## src/design/pcc_pkg.sv

```systemverilog
// constants for the power control command register bank
package pcc_pkg;

	// command codes of the register bank
	localparam logic [7:0] PCC_CMD_OUTPUT_ON_OFF_AND_MARGIN = 8'h01;
	localparam logic [7:0] PCC_CMD_ON_OFF_CONFIG = 8'h02;
	localparam logic [7:0] PCC_CMD_VOUT_OV_RESP = 8'h41;
	localparam logic [7:0] PCC_CMD_SEC_ONOFF_CFG = 8'h6D;
	localparam logic [7:0] PCC_CMD_POWER_GOOD_OUTPUT_POL = 8'h6E;

	// output_on_off_and_margin layout
	localparam int PCC_OP_ON_BIT = 7;
	localparam int PCC_OP_SRC_LSB = 4;
	localparam logic [7:0] PCC_OP_RESET = 8'h80;
	localparam logic PCC_OP_ON_RESET = 1'b1;

	// setpoint source codes
	localparam logic [1:0] PCC_SRC_NOMINAL = 2'h0;
	localparam logic [1:0] PCC_SRC_MARGIN_LOW = 2'h1;
	localparam logic [1:0] PCC_SRC_MARGIN_HIGH = 2'h2;
	localparam logic [1:0] PCC_SRC_BAD = 2'h3;

	// power_up_gating_config: bit4 and bit3 fixed one, bit2 fixed zero
	localparam int PCC_ONOFF_CTRL_OP_BIT = 4;
	localparam int PCC_ONOFF_OP_BIT = 3;
	localparam int PCC_ONOFF_PIN_ONLY_BIT = 2;
	localparam logic [7:0] PCC_ONOFF_VALUE = 8'h18;

	// output_overvoltage_response layout
	localparam int PCC_OV_RESP_LSB = 6;
	localparam int PCC_OV_RETRY_LSB = 3;
	localparam logic [1:0] PCC_OV_RESP_SHUTDOWN = 2'h2;
	localparam logic [2:0] PCC_RETRY_LATCH = 3'h0;
	localparam logic [2:0] PCC_RETRY_CONT = 3'h7;
	localparam logic [7:0] PCC_OV_RESET = 8'hB8;

	// secondary_onoff_pin_config and power_good_polarity
	localparam int PCC_SEC_EN_BIT = 0;
	localparam int PCC_SEC_POS_BIT = 1;
	localparam int PCC_PG_POS_BIT = 0;
	localparam logic [7:0] PCC_SEC_RESET = 8'h00;
	localparam logic [7:0] PCC_PG_RESET = 8'h00;

	// answer to an unknown command code
	localparam logic [7:0] PCC_RD_UNMAPPED = 8'h00;

	// restart hold-off between retries
	localparam int PCC_CLK_MHZ = 200;
	localparam int PCC_RETRY_DELAY_US = 10;
	localparam int PCC_RETRY_CYCLES = PCC_RETRY_DELAY_US * PCC_CLK_MHZ;

	// fault response states
	typedef enum logic [1:0] {
		PCC_ST_RUN,
		PCC_ST_LATCHED,
		PCC_ST_RETRY_WAIT
	} pcc_state_t;

endpackage : pcc_pkg

```

## src/design/pcc_sync.sv

```systemverilog
// two-flop synchroniser, one stage pair per bit
`timescale 1ns/1ps
module pcc_sync #(
	parameter int WIDTH = 4
) (
	// clock and reset
	input wire logic sys_clk,
	input wire logic arst_n,
	// asynchronous levels in, synchronous levels out
	input wire logic [WIDTH-1:0] async_in,
	output logic [WIDTH-1:0] sync_out
);

	initial
	begin
		if (WIDTH < 1)
			$error("pcc_sync: WIDTH must be at least 1");
	end

	for (genvar i = 0; i < WIDTH; i++)
	begin : g_bit
		logic meta_ff;
		logic hold_ff;
		always_ff @(posedge sys_clk or negedge arst_n)
		begin
			if (!arst_n)
			begin
				meta_ff <= 1'b0;
				hold_ff <= 1'b0;
			end
			else
			begin
				meta_ff <= async_in[i];
				hold_ff <= meta_ff;
			end
		end
		assign sync_out[i] = hold_ff;
	end

endmodule : pcc_sync

```

## src/design/pcc_regs.sv

```systemverilog
// on/off and fault response command registers of the power converter
`timescale 1ns/1ps
module pcc_regs
	import pcc_pkg::*;
#(
	parameter int RETRY_CYCLES = PCC_RETRY_CYCLES
) (
	// clock and reset
	input wire logic sys_clk,
	input wire logic arst_n,
	// command port from the bus engine
	input wire logic [7:0] cmd_code,
	input wire logic cmd_wr,
	input wire logic [7:0] cmd_wr_data,
	input wire logic cmd_rd,
	output logic [7:0] cmd_rd_data,
	output logic cmd_rd_valid,
	output logic cmd_unmapped,
	// pins and analog status, asynchronous
	input wire logic control_pin,
	input wire logic secondary_onoff_pin,
	input wire logic ov_fault_raw,
	input wire logic power_good_raw,
	// converter controls
	output logic output_enable,
	output logic [1:0] setpoint_sel,
	output logic power_good_output,
	output logic ov_shutdown
);

	localparam int CW = $clog2(RETRY_CYCLES + 1);

	initial
	begin
		if (RETRY_CYCLES < 1)
			$error("pcc_regs: RETRY_CYCLES must be at least 1");
	end

	// synchronised inputs
	logic [3:0] pins_sync;
	logic control_s;
	logic secondary_s;
	logic ov_fault_s;
	logic power_good_s;

	pcc_sync #(
		.WIDTH(4)
	) u_sync (
		.sys_clk(sys_clk),
		.arst_n(arst_n),
		.async_in({power_good_raw, ov_fault_raw, secondary_onoff_pin,
			control_pin}),
		.sync_out(pins_sync)
	);

	assign control_s = pins_sync[0];
	assign secondary_s = pins_sync[1];
	assign ov_fault_s = pins_sync[2];
	assign power_good_s = pins_sync[3];

	// register state
	logic op_on_ff;
	logic nxt_op_on;
	logic [1:0] op_src_ff;
	logic [1:0] nxt_op_src;
	logic [2:0] ov_retry_ff;
	logic [2:0] nxt_ov_retry;
	logic [7:0] sec_cfg_ff;
	logic [7:0] nxt_sec_cfg;
	logic [7:0] pg_pol_ff;
	logic [7:0] nxt_pg_pol;
	logic [7:0] op_byte;
	logic [7:0] ov_byte;
	logic [7:0] onoff_byte;
	logic op_write;

	assign op_write = cmd_wr && (cmd_code == PCC_CMD_OUTPUT_ON_OFF_AND_MARGIN);

	// readback images
	always_comb
	begin
		op_byte = 8'h00;
		op_byte[PCC_OP_ON_BIT] = op_on_ff;
		op_byte[PCC_OP_SRC_LSB +: 2] = op_src_ff;
		ov_byte = 8'h00;
		ov_byte[PCC_OV_RESP_LSB +: 2] = PCC_OV_RESP_SHUTDOWN;
		ov_byte[PCC_OV_RETRY_LSB +: 3] = ov_retry_ff;
		onoff_byte = PCC_ONOFF_VALUE;
	end

	always_comb
	begin
		nxt_op_on = op_on_ff;
		nxt_op_src = op_src_ff;
		nxt_ov_retry = ov_retry_ff;
		nxt_sec_cfg = sec_cfg_ff;
		nxt_pg_pol = pg_pol_ff;
		if (cmd_wr)
		begin
			case (cmd_code)
				PCC_CMD_OUTPUT_ON_OFF_AND_MARGIN:
				begin
					nxt_op_on = cmd_wr_data[PCC_OP_ON_BIT];
					if (cmd_wr_data[PCC_OP_SRC_LSB +: 2] != PCC_SRC_BAD)
						nxt_op_src = cmd_wr_data[PCC_OP_SRC_LSB +: 2];
				end
				PCC_CMD_VOUT_OV_RESP:
				begin
					if (cmd_wr_data[PCC_OV_RETRY_LSB +: 3] == PCC_RETRY_LATCH ||
						cmd_wr_data[PCC_OV_RETRY_LSB +: 3] == PCC_RETRY_CONT)
						nxt_ov_retry = cmd_wr_data[PCC_OV_RETRY_LSB +: 3];
				end
				PCC_CMD_SEC_ONOFF_CFG:
					nxt_sec_cfg = cmd_wr_data;
				PCC_CMD_POWER_GOOD_OUTPUT_POL:
					nxt_pg_pol = cmd_wr_data;
				default:
					nxt_sec_cfg = sec_cfg_ff;
			endcase
		end
	end

	always_ff @(posedge sys_clk or negedge arst_n)
	begin
		if (!arst_n)
		begin
			op_on_ff <= PCC_OP_ON_RESET;
			op_src_ff <= PCC_OP_RESET[PCC_OP_SRC_LSB +: 2];
			ov_retry_ff <= PCC_OV_RESET[PCC_OV_RETRY_LSB +: 3];
			sec_cfg_ff <= PCC_SEC_RESET;
			pg_pol_ff <= PCC_PG_RESET;
		end
		else
		begin
			op_on_ff <= nxt_op_on;
			op_src_ff <= nxt_op_src;
			ov_retry_ff <= nxt_ov_retry;
			sec_cfg_ff <= nxt_sec_cfg;
			pg_pol_ff <= nxt_pg_pol;
		end
	end

	// read answer, one cycle after the strobe
	logic [7:0] rd_data_ff;
	logic [7:0] nxt_rd_data;
	logic rd_valid_ff;
	logic nxt_rd_valid;
	logic unmapped_ff;
	logic nxt_unmapped;
	logic code_known;

	always_comb
	begin
		code_known = 1'b1;
		nxt_rd_data = PCC_RD_UNMAPPED;
		case (cmd_code)
			PCC_CMD_OUTPUT_ON_OFF_AND_MARGIN: nxt_rd_data = op_byte;
			PCC_CMD_ON_OFF_CONFIG: nxt_rd_data = onoff_byte;
			PCC_CMD_VOUT_OV_RESP: nxt_rd_data = ov_byte;
			PCC_CMD_SEC_ONOFF_CFG: nxt_rd_data = sec_cfg_ff;
			PCC_CMD_POWER_GOOD_OUTPUT_POL: nxt_rd_data = pg_pol_ff;
			default: code_known = 1'b0;
		endcase
		if (!cmd_rd)
			nxt_rd_data = rd_data_ff;
		nxt_rd_valid = cmd_rd;
		nxt_unmapped = (cmd_rd || cmd_wr) && !code_known;
	end

	always_ff @(posedge sys_clk or negedge arst_n)
	begin
		if (!arst_n)
		begin
			rd_data_ff <= PCC_RD_UNMAPPED;
			rd_valid_ff <= 1'b0;
			unmapped_ff <= 1'b0;
		end
		else
		begin
			rd_data_ff <= nxt_rd_data;
			rd_valid_ff <= nxt_rd_valid;
			unmapped_ff <= nxt_unmapped;
		end
	end

	assign cmd_rd_data = rd_data_ff;
	assign cmd_rd_valid = rd_valid_ff;
	assign cmd_unmapped = unmapped_ff;

	// overvoltage response state
	pcc_state_t state_ff;
	pcc_state_t nxt_state;
	logic [CW-1:0] retry_cnt_ff;
	logic [CW-1:0] nxt_retry_cnt;
	logic out_en_ff;
	logic nxt_out_en;

	always_comb
	begin
		nxt_state = state_ff;
		nxt_retry_cnt = retry_cnt_ff;
		case (state_ff)
			PCC_ST_RUN:
			begin
				if (ov_fault_s && out_en_ff)
				begin
					if (ov_retry_ff == PCC_RETRY_CONT)
					begin
						nxt_state = PCC_ST_RETRY_WAIT;
						nxt_retry_cnt = CW'(RETRY_CYCLES);
					end
					else
						nxt_state = PCC_ST_LATCHED;
				end
			end
			PCC_ST_LATCHED:
			begin
				if (op_write)
					nxt_state = PCC_ST_RUN;
			end
			PCC_ST_RETRY_WAIT:
			begin
				if (!op_on_ff || retry_cnt_ff == '0)
					nxt_state = PCC_ST_RUN;
				else
					nxt_retry_cnt = retry_cnt_ff - CW'(1);
			end
			default:
				nxt_state = PCC_ST_RUN;
		endcase
	end

	// secondary pin qualification and output enable
	logic sec_ok;
	logic pg_out;
	logic [1:0] nxt_setpoint;
	logic nxt_pg;
	logic nxt_ov_shut;

	always_comb
	begin
		if (!sec_cfg_ff[PCC_SEC_EN_BIT])
			sec_ok = 1'b1;
		else if (sec_cfg_ff[PCC_SEC_POS_BIT])
			sec_ok = secondary_s;
		else
			sec_ok = !secondary_s;
		// power-up waits for both the pin and the command
		nxt_out_en = op_on_ff && control_s && sec_ok &&
			(nxt_state == PCC_ST_RUN);
		pg_out = pg_pol_ff[PCC_PG_POS_BIT] ? power_good_s : !power_good_s;
		nxt_pg = pg_out;
		nxt_setpoint = op_src_ff;
		nxt_ov_shut = (nxt_state != PCC_ST_RUN);
	end

	logic [1:0] setpoint_ff;
	logic pg_ff;
	logic ov_shut_ff;

	always_ff @(posedge sys_clk or negedge arst_n)
	begin
		if (!arst_n)
		begin
			state_ff <= PCC_ST_RUN;
			retry_cnt_ff <= '0;
			out_en_ff <= 1'b0;
			setpoint_ff <= PCC_SRC_NOMINAL;
			pg_ff <= 1'b1;
			ov_shut_ff <= 1'b0;
		end
		else
		begin
			state_ff <= nxt_state;
			retry_cnt_ff <= nxt_retry_cnt;
			out_en_ff <= nxt_out_en;
			setpoint_ff <= nxt_setpoint;
			pg_ff <= nxt_pg;
			ov_shut_ff <= nxt_ov_shut;
		end
	end

	assign output_enable = out_en_ff;
	assign setpoint_sel = setpoint_ff;
	assign power_good_output = pg_ff;
	assign ov_shutdown = ov_shut_ff;

endmodule : pcc_regs

```

## config.mk

```make
export PLATFORM = sky130hd
export DESIGN_NAME = pcc_regs
export DESIGN_NICKNAME = d
export VERILOG_FILES = /design/src/design/pcc_pkg.sv /design/src/design/pcc_sync.sv /design/src/design/pcc_regs.sv
export SDC_FILE = /design/constraint.sdc
export NUM_CORES = 1
export LEC_CHECK = 0
export BUFFER_PORTS_ARGS = -buffer_cell sky130_fd_sc_hd__buf_2
export CAP_MARGIN = 20
export CORE_UTILIZATION = 50
export CTS_CLUSTER_SIZE = 30
export DETAILED_ROUTE_END_ITERATION = 12
export PLACE_DENSITY = 0.85
export RECOVER_POWER = 50
export SYNTH_ARGS = -nofsm -noshare
export SYNTH_HDL_FRONTEND = slang
export SYNTH_SLANG_ARGS = --single-unit
```

## constraint.sdc

```tcl
create_clock -name sys_clk -period 1.7 [get_ports sys_clk]
set_clock_uncertainty 0.1 [all_clocks]
set_input_delay 0.17 -clock sys_clk [delete_from_list [all_inputs] [get_ports sys_clk]]
set_output_delay 0.17 -clock sys_clk [all_outputs]
set_load 0.1 [all_outputs]
```

=== Word-level counts from Yosys, hierarchy flattened ===
Cells that the tools add are included.
W data, S select, Z words.

* Register bits: 58
* Bits of input ports: 24
* Output and inout port bits: 15
* Logic and storage cells: 76

* $add $sub $neg: 1
* Equality and inequality tests: 13
* Muxes and demuxes: 14
* Reductions and logical operators: 26

{| class="wikitable"
|+ Operators by type and width
! operator !! number
|-
| $pmux W8 S5 || 1
|-
| $mux W11 || 3
|-
| $eq A8 B7 Y1 const B || 3
|-
| $pmux W11 S2 || 1
|-
| $logic_not A11 Y1 || 1
|-
| $sub A11 B1 Y11 const B || 1
|-
| $eq A8 B1 Y1 const B || 1
|-
| $eq A8 B2 Y1 const B || 1
|-
| $mux W2 || 4
|-
| $ne A2 B2 Y1 const B || 4
|-
| $eq A3 B3 Y1 const B || 2
|-
| $logic_and A1 B1 Y1 || 6
|-
| $pmux W2 S3 || 1
|-
| $reduce_and A2 Y1 || 3
|-
| $reduce_and A3 Y1 || 2
|-
| $reduce_or A5 Y1 || 1
|-
| $logic_not A1 Y1 || 4
|-
| $logic_not A2 Y1 || 2
|-
| $mux W1 || 4
|-
| $reduce_and A4 Y1 || 1
|-
| $reduce_bool A2 Y1 || 2
|-
| $logic_not A3 Y1 || 1
|-
| $logic_or A1 B1 Y1 || 3
|-
| $eq A2 B1 Y1 const B || 1
|-
| $eq A2 B2 Y1 const B || 1
|}

=== Longest topological paths before layout ===
* Depth after elaboration: 6
* Gate-level depth with buffers: 6
* Mapped depth without buffers: 6

=== Modules after synthesis ===
Synthesis repeated with hierarchy kept, for this count alone.

* Cells, all modules: 211
* Area, all modules: 2,582.5 µm²

{| class="wikitable"
|+ By module, submodules not included
! module !! instances !! cells an instance !! area an instance (µm²) !! sequential area each (µm²)
|-
| pcc_regs || 1 || 199 || 2,352.3 || 1,257.5
|-
| pcc_sync || 1 || 12 || 230.2 || 200.2
|}

=== Worst setup path before layout ===
OpenSTA, ideal clock, no wires.

* Path kind: register -> register
* Start: reg out_en_ff, in the netlist output_enable
* End: reg retry_cnt_ff[9]
* Library setup time: 0.079 ns
* Arrival: 1.943 ns
* Required time: 1.521 ns
* Path slack: -0.422 ns
* Cell stages (with the launch flop): 6
* Buffers on the path: 1
* Period minus slack after synthesis: 2.122 ns
* Path through: dfrtp_1 nand2_1 or4_1 clkbuf_1 and2_0 mux2i_1

* Longest elaborated chain between the ends: 3

{| class="wikitable"
|+ RTL lines
! item !! line !! text
|-
| start: declaration || pcc_regs.sv:195 || <nowiki>logic out_en_ff;</nowiki>
|-
| start signal: assignment || pcc_regs.sv:276 || <nowiki>out_en_ff <= nxt_out_en;</nowiki>
|-
| $logic_and A1 B1 Y1 || pcc_regs.sv:205 || <nowiki>if (ov_fault_s && out_en_ff)</nowiki>
|-
| $ne A2 B2 Y1 (no line) || - ||
|-
| $reduce_and A4 Y1 (no line) || - ||
|-
| end signal: assignment || pcc_regs.sv:275 || <nowiki>retry_cnt_ff <= nxt_retry_cnt;</nowiki>
|-
| end: declaration || pcc_regs.sv:193 || <nowiki>logic [CW-1:0] retry_cnt_ff;</nowiki>
|}

Every way passes these cells.
A chain may end at the register's enable or synchronous reset.

=== Worst setup path after layout ===
* Start: reg retry_cnt_ff[4]
* End: reg retry_cnt_ff[7]

* Longest elaborated chain between the ends: 4
* Elaborated cells between the ends (all ways): 7
* Those cells by class: add/sub: 1; eq/ne: 1; mux: 2; reduce/logical: 3

{| class="wikitable"
|+ RTL lines
! item
|-
| branches (longest 4 deep; another with $sub A11 B1 Y11)
|}

Parallel ways; which one is timed is not known. The select of a mux whose other input is x is not followed.

==> summary.txt <==
Cell variety after synth: 46
worst setup slack after layout: -97.9 ps
Die Wd: 73.6 um
Die Height: 73.6 um
proportion of layout cells with a drive suffix above 1: 0.406
Hold Crit Endpoint: ov_retry_ff[0]
syn_area_per_cell: 11.4 sq um
detail-routed via count per cell: 5.58
H-tree Lvls: 3
all-layer global routing usage: 0.242
Async SR Flop Fraction: 1.00
Synth Net Count: 251
M3 GR Usage: 0.0672
peak supply drop: 0.589 mV
path depth of the worst reg2reg path: 4
endpoints failing setup: 10
largest area contributor in the netlist: dfrtp_1
Post-synth EDFFs: 0
initial antenna violation count: 0
clk_lat worst skew: 340 ps
Static Leak: 1.67 nW
Fin Hold WS: 7.30 ps
final hold vios: 0
register area share after synthesis: 0.569
Multi-input gate area: 1080 sq um
Syn Inst Count: 225
Most Crowded Layer GR: met2
slowest CP cell: or4_4
CP Data Arrival Time: 1970 ps
flop and latch count out of synthesis: 58
GPL Wtd Cong: 0.892
global-route wire length before repair: 9570 um
max frequency: 556 MHz
worst-margin pin slew: 771 ps
largest net degree at the start of global routing: 59
Final Max Slew Viols: 0
Ys Warns: 0
total global routing overflow: 0
RSZ-0062 raised after global routing: true
Hold Startpoint: cmd_wr_data[5]
ant diodes: 0
CP top delay family: simple AND/OR/NAND/NOR gates
CTS tree: yes
area occupied by registers: 1460 sq um
Yosys top cell area share: 0.518
vias in the first global route: 2153
die area: 5410 sq um
placed cells: 356
largest cells by area after synthesis: dfrtp_1 (52%), mux2_2 (7.9%), dfstp_2 (5.1%)
fillcell total: 353
Nets: 341
DRT iter0 DRCs: 167
TritonCTS sink count: 58
placed wire-length estimate: 3760 um
Setup TNS: -561 ps
CP Launch Type: register
Non-Filler Instances: 387
violated checks: negative setup slack
met2 usage: 0.404
Worst Path Required: 1870 ps
Total Routed Length: 5930 um
Avg WL per Cell: 15.3 um
Critical R2R Capture: retry_cnt_ff[7]
Mapped Area: 2560 sq um
core area: 4820 sq um
antenna viol nets, final: 0
IO Pins: 39
crit path buf inv count: 0
Initial Utilization: 0.532
Max-slew headroom: 0.486
Power Density: 1040 nW/um^2
Crit Path Max Fanout: 4
met1 Use GR: 0.286
max cap viols: 0
FF-to-FF Start: retry_cnt_ff[4]
Setup crit end kind: register
DRC viols: 0
CTS Buffer Depth: 2
CTS root buffer: clkbuf_8
WHS Path Cells: 3
R2R Setup Slk: -100 ps
total number of vias: 2159
Worst Hold Class: input pin to register
num rows: 25
kind of critical path: register to register
clock buffer count from CTS: 9
port buffer count: 38
final worst path period need: 1800 ps
Main synth FF type: dfrtp_1
drt first pass iters: 4
Max stage delay on crit path: 580 ps
outcome: finished, violations left
crit-path cells: or4_4, a21o_1, or4_1, nand3_1
Area Growth Syn to Fin: 35.4%
Clock Pin Slew Worst Setup and Hold Paths: 70 ps
Period Utilization, post-route: 1.06
==> area by class of cell <==
class	instances	share of cell area
inverters	8	0.00866
repair buffers	88	0.170
flip-flops and latches	58	0.421
well taps	67	0.0242
clock buffers	11	0.0408
multi-input cells	150	0.313
clock inverters	5	0.0224
==> synth_stat cells, drive strengths merged (5+ instances only) <==
cell type  count
a22o           7
nor3           7
dfstp          5
clkbuf         5
nor2          12
dfrtp         53
mux2          19
nand3         10
o21ai         14
or4            7
nand2         13
inv            8
a21oi         10
==> power by group <==
part / internal (mW) / total [mW] / switching [mW]
logic: 0.289 / 0.689 / 0.400
clock network: 0.860 / 1.41 / 0.547
registers: 1.47 / 1.52 / 0.0492
==> per-stage QoR <==
step | utilization | setup slack [ps] | power [mW] | area (sq um)
floorplan | - | -35.6 | 1.90 | 2570
global placement | 0.641 | -60.1 | 2.12 | 3090
detailed placement | 0.641 | -98.7 | 2.14 | 3090
CTS | 0.712 | -90.8 | 3.59 | 3430
global route | 0.720 | -172 | 3.75 | 3470
finish | 0.720 | -97.9 | 3.61 | 3470
==> how the worst max path moves through the flow <==
stage / slack (ps) / from / end / cells after the start
6_report: -100 / retry_cnt_ff[4] / retry_cnt_ff[7] / 4
3_3_place_gp: -60 / retry_cnt_ff[4] / retry_cnt_ff[7] / 4
3_5_place_dp: -100 / retry_cnt_ff[4] / retry_cnt_ff[8] / 4
2_1_floorplan: -40 / output_enable / retry_cnt_ff[9] / 5
4_1_cts: -90 / retry_cnt_ff[4] / retry_cnt_ff[7] / 4
5_1_grt: -170 / retry_cnt_ff[7] / output_enable / 4
==> registers in the layout, indices dropped and copies added (netlist names), 3 cells and up <==
register / count
sec_cfg_ff: 8
cmd_rd_data: 8
u_sync.g_bit.hold_ff: 4
retry_cnt_ff: 11
u_sync.g_bit.meta_ff: 4
ov_retry_ff: 3
pg_pol_ff: 8
==> logic make-up (layout without fill, tap and decap cells) <==
family,count (synthesis),count (layout),synth area share
flops,58,58,0.569
compound gates,50,50,0.131
xor+xnor,3,3,0.0103
buf+inv,17,112,0.0259
mux,22,22,0.0953
simple gates,73,73,0.158
fa+ha+maj,2,2,0.00977
==> routing by layer <==
| metal | vias up | wire (um) |
|---|---|---|
| met5 | - | 0 |
| met4 | 0 | 135 |
| met3 | 17 | 292 |
| met2 | 67 | 3020 |
| met1 | 1073 | 2480 |
| li1 | 1002 | - |
==> cells in the final DEF, fill, tap and decap left out, types with 3 or more instances in the layout <==
master | Yosys | final
o211ai_1 | 3 | 3
dlygate4sd3_1 | 0 | 10
mux2_2 | 18 | 18
or4_1 | 6 | 5
o22a_1 | 3 | 3
dfstp_2 | 5 | 5
nor2_1 | 12 | 11
nand2_1 | 13 | 13
or3_1 | 4 | 3
a22o_1 | 7 | 7
nand3_1 | 10 | 10
o21ai_0 | 14 | 12
a22oi_1 | 3 | 3
buf_2 | 2 | 37
clkbuf_8 | 0 | 10
inv_1 | 8 | 7
a21oi_1 | 10 | 8
nor3_1 | 6 | 5
nor2b_1 | 4 | 3
mux2i_1 | 3 | 3
buf_4 | 0 | 39
dfrtp_1 | 53 | 52
==> worst reg2reg max path, cell delays in order (launching register included) <==
cell     delay, ps
dfrtp_1        380
or4_4          580
a21o_1         200
or4_1          390
nand3_1         70
==> what timing repair did <==
| item | in CTS | in global routing |
|---|---|---|
| pin swaps | 4 | 3 |
| hold buffers | 10 | 0 |
| endpoints found under the hold margin | 67 | 0 |
| setup endpoints to repair | 11 | 14 |
| setup buffers | 0 | 5 |
| gates resized for setup | 6 | 6 |
| gates cloned | 0 | 0 |
Power figures use the tool's default switching activity.
